File: config.mk
export PLATFORM = sky130hd
export DESIGN_NAME = trmc_core
export DESIGN_NICKNAME = d
export VERILOG_FILES = /design/src/rtl/trmc_pkg.sv /design/src/rtl/trmc_core.sv
export VERILOG_INCLUDE_DIRS = /design/src /design/src/rtl
export SDC_FILE = /design/constraint.sdc
export NUM_CORES = 1
export LEC_CHECK = 0
export ABC_AREA = 1
export BUFFER_PORTS_ARGS = -buffer_cell sky130_fd_sc_hd__buf_4
export CORE_MARGIN = 3
export CORE_UTILIZATION = 40
export DETAILED_ROUTE_END_ITERATION = 16
export PLACE_DENSITY = 0.53
export SLEW_MARGIN = 20
export SYNTH_ARGS = -nofsm -noshare
export SYNTH_HDL_FRONTEND = slang
export SYNTH_SLANG_ARGS = --single-unit
File: constraint.sdc
create_clock -name sys_clk_i -period 39.3 [get_ports sys_clk_i]
set_clock_uncertainty 0.15 [all_clocks]
set_input_delay 3.93 -clock sys_clk_i [delete_from_list [all_inputs] [get_ports sys_clk_i]]
set_output_delay 3.93 -clock sys_clk_i [all_outputs]
set_load 0.1 [all_outputs]
File: src/rtl/trmc_params.svh
// Constants of the trigger and run-mode sequencer
`ifndef TRMC_PARAMS_SVH
`define TRMC_PARAMS_SVH
`define TRMC_ADDR_CTRL     12'h000
`define TRMC_ADDR_TRIGDLY  12'h004
`define TRMC_ADDR_RETRDLY  12'h008
`define TRMC_ADDR_BURST    12'h00C
`define TRMC_ADDR_FILTER   12'h010
`define TRMC_ADDR_CMD      12'h014
`define TRMC_ADDR_STATUS   12'h018
`define TRMC_CTRL_MODE_LSB   0
`define TRMC_CTRL_SRC_LSB    3
`define TRMC_CTRL_SLOPE_BIT  5
`define TRMC_CTRL_OUTEN_BIT  6
`define TRMC_CTRL_SEQ_BIT    7
`define TRMC_CMD_TRIG_BIT    0
`define TRMC_FILT_EN_BIT     2
`define TRMC_SYS_LAT_CYC     6
`define TRMC_PERIOD_NS       100
`define TRMC_STEP_NS         20
`define TRMC_DLY_MIN_NS      200
`define TRMC_DLY_MAX_STEPS   1000000000
`define TRMC_BURST_MAX       1048576
`define TRMC_RST_CTRL        8'h00
`define TRMC_RST_BURST       21'h000001
`endif

File: src/rtl/trmc_pkg.sv
// Types of the trigger and run-mode sequencer
package trmc_pkg;
    typedef enum logic [2:0] {
        TRMC_RUN_CONT = 3'h0,
        TRMC_RUN_TRIG = 3'h1,
        TRMC_RUN_BRST = 3'h2,
        TRMC_RUN_GATE = 3'h3,
        TRMC_RUN_MIX  = 3'h4
    } trmc_mode_t;
    typedef enum logic [1:0] {
        TRMC_SRC_EXT = 2'h0,
        TRMC_SRC_BUS = 2'h1,
        TRMC_SRC_MIX = 2'h2
    } trmc_src_t;
    typedef enum logic [4:0] {
        TRMC_ST_IDLE  = 5'h01,
        TRMC_ST_LAT   = 5'h02,
        TRMC_ST_DLY   = 5'h04,
        TRMC_ST_PLAY  = 5'h08,
        TRMC_ST_HOLD  = 5'h10
    } trmc_state_t;
endpackage

File: src/rtl/trmc_core.sv
// Trigger and run-mode sequencer with APB register file
`timescale 1ns/1ps
`include "trmc_params.svh"
module trmc_core #(
    parameter int CHANNELS  = 4,
    parameter int CNT_W     = 32,
    parameter int SYS_LAT   = `TRMC_SYS_LAT_CYC
) (
    input  wire logic                  sys_clk_i,
    input  wire logic                  rst_b_i,
    input  wire logic                  psel_i,
    input  wire logic                  penable_i,
    input  wire logic                  pwrite_i,
    input  wire logic [11:0]           paddr_i,
    input  wire logic [31:0]           pwdata_i,
    output logic      [31:0]           prdata_o,
    output logic                       pready_o,
    output logic                       pslverr_o,
    input  wire logic                  external_trigger_input_i,
    input  wire logic                  manual_trigger_i,
    input  wire logic                  gate_i,
    input  wire logic                  cycle_end_i,
    input  wire logic [CHANNELS-1:0]   std_shape_i,
    output logic                       play_o,
    output logic                       output_on_o,
    output logic [CHANNELS-1:0]        filt_en_o,
    output logic [2*CHANNELS-1:0]      filt_sel_o
);
    import trmc_pkg::*;

    // Delay in clocks = ceil(steps*20ns / period)
    localparam int STEP_NS = `TRMC_STEP_NS;
    localparam int PER_NS  = `TRMC_PERIOD_NS;
    localparam int MIN_STEPS = `TRMC_DLY_MIN_NS / `TRMC_STEP_NS;

    if (CHANNELS < 1 || CHANNELS > 8 ||
        CNT_W < 32 || SYS_LAT < 1) begin : g_bad_param
        $error("trmc_core: unsupported parameter values");
    end

    logic [7:0]          ctrl_ff;
    logic [31:0]         tdly_ff;
    logic [31:0]         rdly_ff;
    logic [20:0]         burst_ff;
    logic [3*CHANNELS-1:0] filt_ff;
    trmc_state_t         st_ff, nxt_st;
    logic [CNT_W-1:0]    cnt_ff, nxt_cnt;
    logic [20:0]         cyc_ff, nxt_cyc;
    trmc_mode_t          amode_ff;
    logic [31:0]         artr_ff;
    logic                ext_q_ff, man_q_ff, mixfirst_ff;
    logic                bus_trig_ff;

    // APB decode
    wire acc   = psel_i & penable_i;
    wire wr    = acc & pwrite_i;
    wire hit_ctrl = (paddr_i == `TRMC_ADDR_CTRL);
    wire hit_td   = (paddr_i == `TRMC_ADDR_TRIGDLY);
    wire hit_rd   = (paddr_i == `TRMC_ADDR_RETRDLY);
    wire hit_bu   = (paddr_i == `TRMC_ADDR_BURST);
    wire hit_fi   = (paddr_i == `TRMC_ADDR_FILTER);
    wire hit_cmd  = (paddr_i == `TRMC_ADDR_CMD);
    wire hit_st   = (paddr_i == `TRMC_ADDR_STATUS);
    wire mapped   = hit_ctrl | hit_td | hit_rd | hit_bu | hit_fi
                  | hit_cmd | hit_st;
    assign pready_o  = 1'b1;
    assign pslverr_o = acc & ~mapped;

    trmc_mode_t mode;
    trmc_src_t  src;
    assign mode = trmc_mode_t'(ctrl_ff[`TRMC_CTRL_MODE_LSB +: 3]);
    assign src  = trmc_src_t'(ctrl_ff[`TRMC_CTRL_SRC_LSB +: 2]);
    wire slope_fall = ctrl_ff[`TRMC_CTRL_SLOPE_BIT];
    wire seq_on     = ctrl_ff[`TRMC_CTRL_SEQ_BIT];

    // Trigger qualification; pins already synchronous to sys_clk
    wire ext_edge = slope_fall ? (ext_q_ff & ~external_trigger_input_i)
                               : (~ext_q_ff & external_trigger_input_i);
    wire man_edge = manual_trigger_i & ~man_q_ff;
    wire ext_trig = ext_edge | man_edge;
    wire bus_cmd  = wr & hit_cmd & pwdata_i[`TRMC_CMD_TRIG_BIT];
    wire src_trig = (src == TRMC_SRC_EXT) ? ext_trig :
                    (src == TRMC_SRC_BUS) ? bus_trig_ff :
                    (mixfirst_ff ? ext_trig : bus_trig_ff);
    // Mixed run: software first, rear input afterwards
    wire mix_trig = mixfirst_ff ? bus_trig_ff : ext_edge;
    wire trig     = (mode == TRMC_RUN_MIX) ? mix_trig : src_trig;
    wire gate_on  = gate_i;
    wire idle     = (st_ff == TRMC_ST_IDLE);
    wire start    = idle & ((mode == TRMC_RUN_CONT) |
                    ((mode == TRMC_RUN_GATE) & gate_on) |
                    ((mode != TRMC_RUN_CONT) & (mode != TRMC_RUN_GATE)
                     & trig));
    wire [CNT_W-1:0] tdly_cyc =
        CNT_W'((64'(tdly_ff) * STEP_NS + PER_NS - 1) / PER_NS);
    wire [CNT_W-1:0] rdly_cyc =
        CNT_W'((64'(artr_ff) * STEP_NS + PER_NS - 1) / PER_NS);
    // Free run leaves only at a cycle end, once the mode is changed
    wire last_cyc = (amode_ff == TRMC_RUN_BRST) ? (cyc_ff <= 21'h000001)
                  : (amode_ff == TRMC_RUN_GATE) ? ~gate_on
                  : (amode_ff == TRMC_RUN_CONT) ? (mode != TRMC_RUN_CONT)
                  : 1'b1;

    always_comb begin
        nxt_st  = st_ff;
        nxt_cnt = cnt_ff;
        nxt_cyc = cyc_ff;
        unique case (st_ff)
            TRMC_ST_IDLE: begin
                if (start) begin
                    nxt_st  = TRMC_ST_LAT;
                    nxt_cnt = CNT_W'(SYS_LAT - 1);
                    nxt_cyc = seq_on ? 21'h000001 : burst_ff;
                end
            end
            TRMC_ST_LAT: begin
                if (cnt_ff != '0) begin
                    nxt_cnt = cnt_ff - 1'b1;
                end else if (tdly_cyc != '0) begin
                    nxt_st  = TRMC_ST_DLY;
                    nxt_cnt = tdly_cyc - 1'b1;
                end else begin
                    nxt_st  = TRMC_ST_PLAY;
                end
            end
            TRMC_ST_DLY: begin
                if (cnt_ff != '0) nxt_cnt = cnt_ff - 1'b1;
                else nxt_st = TRMC_ST_PLAY;
            end
            TRMC_ST_PLAY: begin
                // Stop only at a cycle boundary
                if (cycle_end_i) begin
                    nxt_cyc = cyc_ff - 1'b1;
                    if (last_cyc) begin
                        nxt_st = (rdly_cyc != '0) ? TRMC_ST_HOLD
                                                  : TRMC_ST_IDLE;
                        nxt_cnt = rdly_cyc - 1'b1;
                    end
                end
            end
            TRMC_ST_HOLD: begin
                if (cnt_ff != '0) nxt_cnt = cnt_ff - 1'b1;
                else nxt_st = TRMC_ST_IDLE;
            end
        endcase
    end

    always_ff @(posedge sys_clk_i) begin
        if (!rst_b_i) begin
            st_ff       <= TRMC_ST_IDLE;
            cnt_ff      <= '0;
            cyc_ff      <= '0;
            amode_ff    <= TRMC_RUN_CONT;
            artr_ff     <= '0;
            ext_q_ff    <= 1'b0;
            man_q_ff    <= 1'b0;
            mixfirst_ff <= 1'b1;
            bus_trig_ff <= 1'b0;
        end else begin
            st_ff       <= nxt_st;
            cnt_ff      <= nxt_cnt;
            cyc_ff      <= nxt_cyc;
            ext_q_ff    <= external_trigger_input_i;
            man_q_ff    <= manual_trigger_i;
            bus_trig_ff <= bus_cmd;
            if (start) begin
                amode_ff <= mode;
                artr_ff  <= rdly_ff;
                mixfirst_ff <= 1'b0;
            end
            if (wr & hit_ctrl) mixfirst_ff <= 1'b1;
        end
    end

    // Register writes; out-of-range delays clamp to the legal span
    wire [31:0] dly_w = (pwdata_i == 32'h0) ? 32'h0 :
        (pwdata_i < 32'(MIN_STEPS)) ? 32'(MIN_STEPS) :
        (pwdata_i > `TRMC_DLY_MAX_STEPS) ? 32'(`TRMC_DLY_MAX_STEPS)
        : pwdata_i;
    wire [20:0] bst_w = (pwdata_i == 32'h0) ? 21'h000001 :
        (pwdata_i > `TRMC_BURST_MAX) ? 21'h100000 : pwdata_i[20:0];

    always_ff @(posedge sys_clk_i) begin
        if (!rst_b_i) begin
            ctrl_ff  <= `TRMC_RST_CTRL;
            tdly_ff  <= '0;
            rdly_ff  <= '0;
            burst_ff <= `TRMC_RST_BURST;
            filt_ff  <= '0;
        end else if (wr) begin
            if (hit_ctrl) ctrl_ff <= pwdata_i[7:0];
            if (hit_td) tdly_ff <= dly_w;
            if (hit_rd) rdly_ff <= (pwdata_i == 32'h0) ? 32'(MIN_STEPS)
                                                      : dly_w;
            if (hit_bu) burst_ff <= bst_w;
            if (hit_fi) filt_ff <= pwdata_i[3*CHANNELS-1:0];
        end
    end

    // Burst not offered with sequences: plays as single cycle
    logic [31:0] rdata;
    always_comb begin
        rdata = 32'h0;
        if (hit_ctrl) rdata = {24'h0, ctrl_ff};
        if (hit_td)   rdata = tdly_ff;
        if (hit_rd)   rdata = rdly_ff;
        if (hit_bu)   rdata = {11'h0, burst_ff};
        if (hit_fi)   rdata = 32'(filt_ff);
        if (hit_st)   rdata = {5'h00, cyc_ff, mixfirst_ff, st_ff};
    end

    always_ff @(posedge sys_clk_i) begin
        if (!rst_b_i) begin
            prdata_o <= 32'h0;
            play_o   <= 1'b0;
            output_on_o <= 1'b0;
        end else begin
            if (psel_i & ~penable_i & ~pwrite_i) prdata_o <= rdata;
            play_o      <= (nxt_st == TRMC_ST_PLAY);
            output_on_o <= ctrl_ff[`TRMC_CTRL_OUTEN_BIT];
        end
    end

    genvar g;
    generate
        for (g = 0; g < CHANNELS; g++) begin : g_ch
            // Standard shapes always need reconstruction
            assign filt_en_o[g] = std_shape_i[g] |
                                  filt_ff[3*g+`TRMC_FILT_EN_BIT];
            assign filt_sel_o[2*g +: 2] = filt_ff[3*g +: 2];
        end
    endgenerate

    a_lat_start: assert property (@(posedge sys_clk_i) disable iff (!rst_b_i)
        (idle && start) |-> ##1 (st_ff == TRMC_ST_LAT)[*6])
        else $error("latency phase too short");
    a_busy_ignore: assert property (@(posedge sys_clk_i)
        disable iff (!rst_b_i)
        (st_ff == TRMC_ST_PLAY && !cycle_end_i) |=> st_ff == TRMC_ST_PLAY)
        else $error("play ended mid cycle");
    a_cont_free: assert property (@(posedge sys_clk_i) disable iff (!rst_b_i)
        (idle && mode == TRMC_RUN_CONT) |=> st_ff == TRMC_ST_LAT)
        else $error("continuous mode waited");
    a_outen_reg: assert property (@(posedge sys_clk_i) disable iff (!rst_b_i)
        $changed(output_on_o) |-> $past(wr && hit_ctrl, 2))
        else $error("output state changed without command");
    a_filt_std: assert property (@(posedge sys_clk_i) disable iff (!rst_b_i)
        (std_shape_i != '0) |-> ((filt_en_o & std_shape_i) == std_shape_i))
        else $error("standard shape without filter");
    a_trig_one: assert property (@(posedge sys_clk_i) disable iff (!rst_b_i)
        (st_ff == TRMC_ST_PLAY && cycle_end_i && amode_ff == TRMC_RUN_TRIG)
        |=> st_ff != TRMC_ST_PLAY)
        else $error("triggered mode played more than one cycle");
    a_hold_min: assert property (@(posedge sys_clk_i) disable iff (!rst_b_i)
        $rose(st_ff == TRMC_ST_HOLD) |-> (st_ff == TRMC_ST_HOLD)[*2])
        else $error("re-trigger holdoff too short");
    a_burst_rng: assert property (@(posedge sys_clk_i) disable iff (!rst_b_i)
        burst_ff >= 21'h000001 && burst_ff <= 21'h100000)
        else $error("burst count out of range");
    a_idle_stay: assert property (
        @(posedge sys_clk_i) disable iff (!rst_b_i)
        (idle && !start) |=> idle)
        else $error("left idle without a start");
    a_lat_next: assert property (
        @(posedge sys_clk_i) disable iff (!rst_b_i)
        (st_ff == TRMC_ST_LAT && cnt_ff != '0) |=> st_ff == TRMC_ST_LAT)
        else $error("latency ended early");
    a_lat_exit: assert property (
        @(posedge sys_clk_i) disable iff (!rst_b_i)
        (st_ff == TRMC_ST_LAT && cnt_ff == '0 && tdly_cyc != '0)
        |=> st_ff == TRMC_ST_DLY)
        else $error("trigger delay skipped");
    a_dly_skip: assert property (
        @(posedge sys_clk_i) disable iff (!rst_b_i)
        (st_ff == TRMC_ST_LAT && cnt_ff == '0 && tdly_cyc == '0)
        |=> st_ff == TRMC_ST_PLAY)
        else $error("delay off but playback late");
    a_dly_count: assert property (
        @(posedge sys_clk_i) disable iff (!rst_b_i)
        (st_ff == TRMC_ST_DLY && cnt_ff != '0) |=> st_ff == TRMC_ST_DLY)
        else $error("trigger delay ended early");
    a_dly_play: assert property (
        @(posedge sys_clk_i) disable iff (!rst_b_i)
        (st_ff == TRMC_ST_DLY && cnt_ff == '0) |=> st_ff == TRMC_ST_PLAY)
        else $error("trigger delay overran");
    a_hold_count: assert property (
        @(posedge sys_clk_i) disable iff (!rst_b_i)
        (st_ff == TRMC_ST_HOLD && cnt_ff != '0) |=> st_ff == TRMC_ST_HOLD)
        else $error("holdoff ended early");
    a_hold_idle: assert property (
        @(posedge sys_clk_i) disable iff (!rst_b_i)
        (st_ff == TRMC_ST_HOLD && cnt_ff == '0) |=> idle)
        else $error("holdoff overran");
    a_play_match: assert property (
        @(posedge sys_clk_i) disable iff (!rst_b_i)
        play_o == (st_ff == TRMC_ST_PLAY))
        else $error("play output disagrees with state");
    a_cont_stay: assert property (
        @(posedge sys_clk_i) disable iff (!rst_b_i)
        (st_ff == TRMC_ST_PLAY && amode_ff == TRMC_RUN_CONT
         && mode == TRMC_RUN_CONT) |=> st_ff == TRMC_ST_PLAY)
        else $error("continuous playback interrupted");
    a_burst_more: assert property (
        @(posedge sys_clk_i) disable iff (!rst_b_i)
        (st_ff == TRMC_ST_PLAY && cycle_end_i && amode_ff == TRMC_RUN_BRST
         && cyc_ff > 21'h000001) |=> st_ff == TRMC_ST_PLAY)
        else $error("burst stopped before its count");
    a_burst_load: assert property (
        @(posedge sys_clk_i) disable iff (!rst_b_i)
        (idle && start && !seq_on) |=> cyc_ff == $past(burst_ff))
        else $error("burst count not loaded");
    a_seq_single: assert property (
        @(posedge sys_clk_i) disable iff (!rst_b_i)
        (idle && start && seq_on) |=> cyc_ff == 21'h000001)
        else $error("burst applied during sequence");
    a_gate_stop: assert property (
        @(posedge sys_clk_i) disable iff (!rst_b_i)
        (st_ff == TRMC_ST_PLAY && cycle_end_i && amode_ff == TRMC_RUN_GATE
         && !gate_i) |=> st_ff != TRMC_ST_PLAY)
        else $error("gate off ignored");
    a_gate_start: assert property (
        @(posedge sys_clk_i) disable iff (!rst_b_i)
        (idle && mode == TRMC_RUN_GATE && gate_i) |=> st_ff == TRMC_ST_LAT)
        else $error("gate on ignored");
    a_mix_first: assert property (
        @(posedge sys_clk_i) disable iff (!rst_b_i)
        (idle && mode == TRMC_RUN_MIX && mixfirst_ff && !bus_trig_ff)
        |=> idle)
        else $error("mixed run started without software trigger");
    a_mix_later: assert property (
        @(posedge sys_clk_i) disable iff (!rst_b_i)
        (idle && mode == TRMC_RUN_MIX && !mixfirst_ff && !ext_edge)
        |=> idle)
        else $error("mixed run restarted without rear trigger");
    a_bus_only: assert property (
        @(posedge sys_clk_i) disable iff (!rst_b_i)
        (idle && mode == TRMC_RUN_TRIG && src == TRMC_SRC_BUS
         && !bus_trig_ff) |=> idle)
        else $error("bus source started without command");
    a_ext_only: assert property (
        @(posedge sys_clk_i) disable iff (!rst_b_i)
        (idle && mode == TRMC_RUN_TRIG && src == TRMC_SRC_EXT
         && !ext_edge && !man_edge) |=> idle)
        else $error("external source started without edge");
    a_msrc_first: assert property (
        @(posedge sys_clk_i) disable iff (!rst_b_i)
        (idle && mode == TRMC_RUN_TRIG && src == TRMC_SRC_MIX
         && mixfirst_ff && !ext_trig) |=> idle)
        else $error("mixed source first trigger not external");
    a_msrc_later: assert property (
        @(posedge sys_clk_i) disable iff (!rst_b_i)
        (idle && mode == TRMC_RUN_TRIG && src == TRMC_SRC_MIX
         && !mixfirst_ff && !bus_trig_ff) |=> idle)
        else $error("mixed source later trigger not from bus");
    a_lat_busy: assert property (
        @(posedge sys_clk_i) disable iff (!rst_b_i)
        (st_ff == TRMC_ST_LAT) |=> st_ff != TRMC_ST_IDLE)
        else $error("latency phase abandoned");
    a_err_unmap: assert property (
        @(posedge sys_clk_i) disable iff (!rst_b_i)
        (psel_i && penable_i && !mapped) |-> pslverr_o)
        else $error("unmapped access not flagged");
    a_trig_start: assert property (
        @(posedge sys_clk_i) disable iff (!rst_b_i)
        (idle && mode == TRMC_RUN_TRIG && src == TRMC_SRC_BUS
         && bus_trig_ff) |=> st_ff == TRMC_ST_LAT)
        else $error("accepted trigger not started");
endmodule

After elaboration in Yosys (flattened, before gate mapping)
Index checks and enable logic that the tools add are counted.
{"block": "word_totals", "ff_bits": 236, "input_bits": 57, "out_inout_bits": 48, "word_cells": 152}
{"block": "classes", "n_addsub": 8, "n_mul": 2, "n_div": 2, "order_cmp": 4, "n_eq_ne": 23, "muxes": 41, "bitwise": 36, "n_reduce_logical": 19}
{"operator": "$mux W32", "count": 15}
{"operator": "$div A64 B7 Y64 const B", "count": 2}
{"operator": "$pmux W32 S4", "count": 1}
{"operator": "$mux W21", "count": 5}
{"operator": "$reduce_bool A32 Y1", "count": 3}
{"operator": "$sub A32 B1 Y32 const B", "count": 3}
{"operator": "$sub A38 B1 Y39 const B", "count": 2}
{"operator": "$add A37 B7 Y38 const B", "count": 2}
{"operator": "$mul A32 B3 Y35 const B", "count": 2}
{"operator": "$pmux W21 S2", "count": 1}
{"operator": "$eq A12 B5 Y1 const B", "count": 3}
{"operator": "$mux W5", "count": 7}
{"operator": "$gt A32 B21 Y1 const B", "count": 1}
{"operator": "$gt A32 B30 Y1 const B", "count": 1}
{"operator": "$logic_not A32 Y1", "count": 1}
{"operator": "$lt A32 B4 Y1 const B", "count": 1}
{"operator": "$pmux W5 S5", "count": 1}
{"operator": "$eq A12 B4 Y1 const B", "count": 2}
{"operator": "$le A21 B1 Y1 const B", "count": 1}
{"operator": "$sub A21 B1 Y21 const B", "count": 1}
{"operator": "$and A1 B1 Y1", "count": 15}
{"operator": "$or A1 B1 Y1", "count": 13}
{"operator": "$eq A12 B3 Y1 const B", "count": 1}
{"operator": "$logic_not A12 Y1", "count": 1}
{"operator": "24 further kinds", "count": 50}

Longest topological paths before layout
{"block": "depth", "depth_word": 14, "ltp_mapped": 188, "mapped_depth_nobuf": 188}

Worst setup path after synthesis
OpenSTA, ideal clock, no wires.
{"block": "synth_path", "path_type": "register to register", "start": "register tdly_ff[1]", "end": "register cnt_ff[4]", "setup_time_ns": 0.114, "arrival_time_ns": 17.172, "t_required_ns": 39.036, "setup_slack_ns": 21.864, "path_stages_with_launch": 162, "n_path_buf": 3, "period_less_slack_ns": 17.436, "path_cell_list": "dfxtp_1 -> ha_1 -> ha_1 -> fa_1 -> clkinvlp_2 -> ha_1 -> nor2_1 -> nand2_2 -> nor2_2 -> nand3_1 -> nor2_2 -> nand2_2 -> nor2_1 -> nand3_1 -> nor2_2 -> nand3_1 -> xor2_2 -> nand3_2 -> [126 not listed] -> nand3_1 -> nand2_2 -> clkinv_2 -> nand3_2 -> nand2_4 -> inv_2 -> ha_1 -> nand2_4 -> nor3_4 -> inv_2 -> nor4_2 -> nand4_2 -> nand2_4 -> inv_6 -> buf_12 -> buf_12 -> o211ai_2 -> inv_1"}
{"block": "synth_between", "elab_chain_cells": 8, "word_cells_on_any_way": 11, "classes_between": "3 x add/sub; 1 x mul; 1 x div; 1 x eq/ne; 3 x mux; 2 x reduce/logical"}
{"item": "start: declaration", "line": "trmc_core.sv:42", "source": "logic [31:0] tdly_ff;"}
{"item": "start signal: assignment", "line": "trmc_core.sv:192", "source": "if (hit_td) tdly_ff <= dly_w;"}
{"item": "$mul A32 B3 Y35 (*)", "line": "trmc_core.sv:95", "source": "CNT_W'((64'(tdly_ff) * STEP_NS + PER_NS - 1) / PER_NS);"}
{"item": "$add A37 B7 Y38 (*)", "line": "trmc_core.sv:95"}
{"item": "$sub A38 B1 Y39 (*)", "line": "trmc_core.sv:95"}
{"item": "$div A64 B7 Y64 (*)", "line": "trmc_core.sv:95"}
{"item": "$sub A32 B1 Y32", "line": "trmc_core.sv:121", "source": "nxt_cnt = tdly_cyc - 1'b1;"}
{"item": "$mux W32", "line": "trmc_core.sv:119", "source": "end else if (tdly_cyc != '0) begin"}
{"item": "$mux W32", "line": "trmc_core.sv:117", "source": "if (cnt_ff != '0) begin"}
{"item": "$pmux W32 S4", "line": "trmc_core.sv:108", "source": "unique case (st_ff)"}
{"item": "end signal: assignment", "line": "trmc_core.sv:161", "source": "cnt_ff <= nxt_cnt;"}
{"item": "end: declaration", "line": "trmc_core.sv:47", "source": "logic [CNT_W-1:0] cnt_ff, nxt_cnt;"}
Mark *: on every way between the ends. The rest lies on a longest branch, timed or not. The select of a mux whose other input is x is not followed.
A chain may end at the register's enable or synchronous reset.

Worst setup path after layout
{"block": "layout_path", "start": "register tdly_ff[1]", "end": "register cnt_ff[30]"}
The elaborated chain is that of the path after synthesis.

==> results.md <==
- Via count: 34900
- Hold path depth: 2
- Cell taking the most area after synthesis: nand2_1
- Largest cells by area after synthesis: nand2_1 15%, dfxtp_1 14%, inv_1 9.1%, nand2_2 7.0%, nand3_1 6.8%
- Initial DRC count: 2341
- Final period utilization: 0.533
- GPL Wtd Cong: 1.01
- GRT Util Overall: 0.253
- NumNets Final: 5824
- Max Slew Vio Count: 0
- Synth Warn #: 0
- DR pass1 iterations: 6
- H-tree levels: 1
- Pin count of the biggest net entering global routing: 90
- Place WS: 18.43 ns
- I/O Buffers: 103
- Fin util: 0.437
- RSZ-0062 raised after global routing: no
- Die Area: 0.0865 mm²
- Gate Count Post-Synth: 5577
- Minimum clock period after layout: 20.93 ns
- Gr ovfl total: 0
- DRC violations left: 0
- Post-synthesis cell area: 0.0332 mm²
- Most used cell, CP: nand2_4
- Critical path's slowest cell: a221oi_1
- Setup bufs post-CTS: 0
- WL final: 112 mm
- WP data required: 39.62 ns
- Initial Utilization: 0.404
- Reg2Reg Depth: 152
- Worst slew pin tran: 1.17 ns
- Worst-path clk slew: 0.07 ns
- IO Count: 105
- Min-Delay Path Class: reg2reg
- Die height: 294 µm
- Seq/Total Area, Yosys: 0.142
- Largest stage delay, worst path: 0.95 ns
- Syn nets: 5765
- Root Driver: clkbuf_16
- Setup ws final: 18.37 ns
- Share of post-route cells with drive strength above 1: 0.196
- Max Freq: 0.0478 GHz
- Detail Route Antenna Nets: 0
- Final hold vios: 0
- # clock sinks: 236
- Post-synth top area share: 0.151
- Synth Area per Inst: 5.95 µm²
- Worst-Skew Late Latency: 0.58 ns
- CTS tree: yes
- Worst setup EP type: flop
- Antenna violations before repair: 0
- # setup viols final: 0
- Number of synthesized register bits: 236
- Crit-path max FO: 11
- Die X: 294 µm
- CTS Buf Count: 29
- Critical Path Source Type: flop
- EDFF count, synth: 0
- CP Class: reg2reg
- DR WL/cell: 16.7 µm
- Hold-fix buffers at CTS: 0
- Final TNS setup: 0 ns
- Buf+Inv Stages, Crit Path: 6
- Synth unique cells: 92
- Max-cap viol count: 0
- Post-CTS Resized: 0
- Longest Clk Path Bufs: 3
- Top_reg_cell synth: dfxtp_1
- Critical path depth in cells: 152
- Core Footprint: 0.0821 mm²
- Critical path arrival: 21.25 ns
- Rows: 105
- Global-route wire length before repair: 178 mm
- Slew headroom: 0.222
- Diode count: 0
- Largest delay share family, worst path: simple AND/OR/NAND/NOR gates
- Fraction of registers with async set/reset: 0
- Post-DP HPWL: 92.7 mm
- P&R area growth vs syn: 8.02%
- Status: finished, final reports clean
- Vias per inst: 5.19
- Vias in the first global route: 32600
-- final timing paths --
path	startpoint	end	slack, ns
min	rdly_ff[31]$_SDFFE_PN0P_	rdly_ff[31]$_SDFFE_PN0P_	0.31
max reg2reg	tdly_ff[1]$_SDFFE_PN0P_	cnt_ff[30]$_SDFFE_PN0P_	18.37
max	tdly_ff[1]$_SDFFE_PN0P_	cnt_ff[30]$_SDFFE_PN0P_	18.37
min reg2reg	rdly_ff[31]$_SDFFE_PN0P_	rdly_ff[31]$_SDFFE_PN0P_	0.31
-- per-layer routing --
metal | vias to the layer above | part of all wire | track usage
li1 | 18100 | - | -
met2 | 802 | 0.46 | 0.434
met3 | 139 | 0.046 | 0.0227
met5 | - | 0 | 0
met4 | 0 | 0.026 | 0.0620
met1 | 15900 | 0.47 | 0.342
-- placed cells by master, fill, tap and decap left out, types with 20 or more instances in the layout --
cell	netlist	final
a21oi_1	256	256
a31oi_1	23	23
buf_4	10	125
clkbuf_16	0	29
clkinv_1	24	24
dfxtp_1	236	236
ha_1	129	129
inv_1	809	808
inv_2	91	92
nand2_1	1332	1332
nand2_2	372	372
nand2_4	162	162
nand3_1	450	450
nand3_2	57	57
nand4_1	151	151
nand4_2	28	28
nor2_1	488	488
nor2_2	80	80
nor2_4	35	35
nor3_1	56	53
nor4_1	20	20
o211ai_1	20	20
o21ai_0	240	240
o21ai_1	78	78
o22ai_1	20	20
xnor2_1	21	21
xor2_1	88	88
-- cell usage after synthesis, types with 12 or more instances --
library cell and instances:
nand2_1 1332, inv_1 809, nor2_1 488, nand3_1 450, nand2_2 372, a21oi_1 256
o21ai_0 240, dfxtp_1 236, nand2_4 162, nand4_1 151, ha_1 129, inv_2 91
xor2_1 88, nor2_2 80, o21ai_1 78, clkbuf_1 59, nand3_2 57, nor3_1 56
nor2_4 35, nand4_2 28, clkinv_1 24, a31oi_1 23, xnor2_1 21, nor4_1 20
o211ai_1 20, o22ai_1 20, nand3b_1 13, o2111ai_1 13, o221ai_1 13, o21ai_2 12
or2_2 12
-- metrics by stage --
step	hold slack, ns	instances	area, µm²
finish	0.307	6728	35900
global route	0.327	6728	35900
CTS	0.308	6728	35900
detailed placement	0.297	6675	34900
global placement	0.293	6675	34900
floorplan	0.257	5577	33200
-- state kept, by name (all words and copies together) (netlist names), 3 cells and up --
signal / count
ctrl_ff: 8
filt_ff: 12
rdly_ff: 32
prdata_o: 32
st_ff: 5
tdly_ff: 32
amode_ff: 3
burst_ff: 21
cyc_ff: 21
cnt_ff: 32
artr_ff: 32
-- kinds of logic (layout without fill, tap and decap cells) --
group,count (synthesis),after routing,synth area share
compound gates,748,748,0.130
fa+ha+maj,131,131,0.0498
xor+xnor,113,113,0.0311
buf+inv,1044,1125,0.130
other cells,1,1,0.000113
simple gates,3304,3304,0.517
flops,236,236,0.142
-- worst min-delay path, cell delays in order, from the launching register on --
cell	delay, ns
dfxtp_1	0.31
nand3_1	0.07
inv_1	0.04
-- final cells by class --
class	count	area, µm²
Fill cell	8967	46200
Multi-Input combinational cell	4297	24200
Sequential cell	236	4720
Inverter	947	3700
Tap cell	1070	1340
Timing Repair Buffer	125	938
Clock buffer	38	779
Clock inverter	15	200
Power is not shown: default switching activity piles up to over one toggle a cycle in this logic, so the estimate is an artifact.
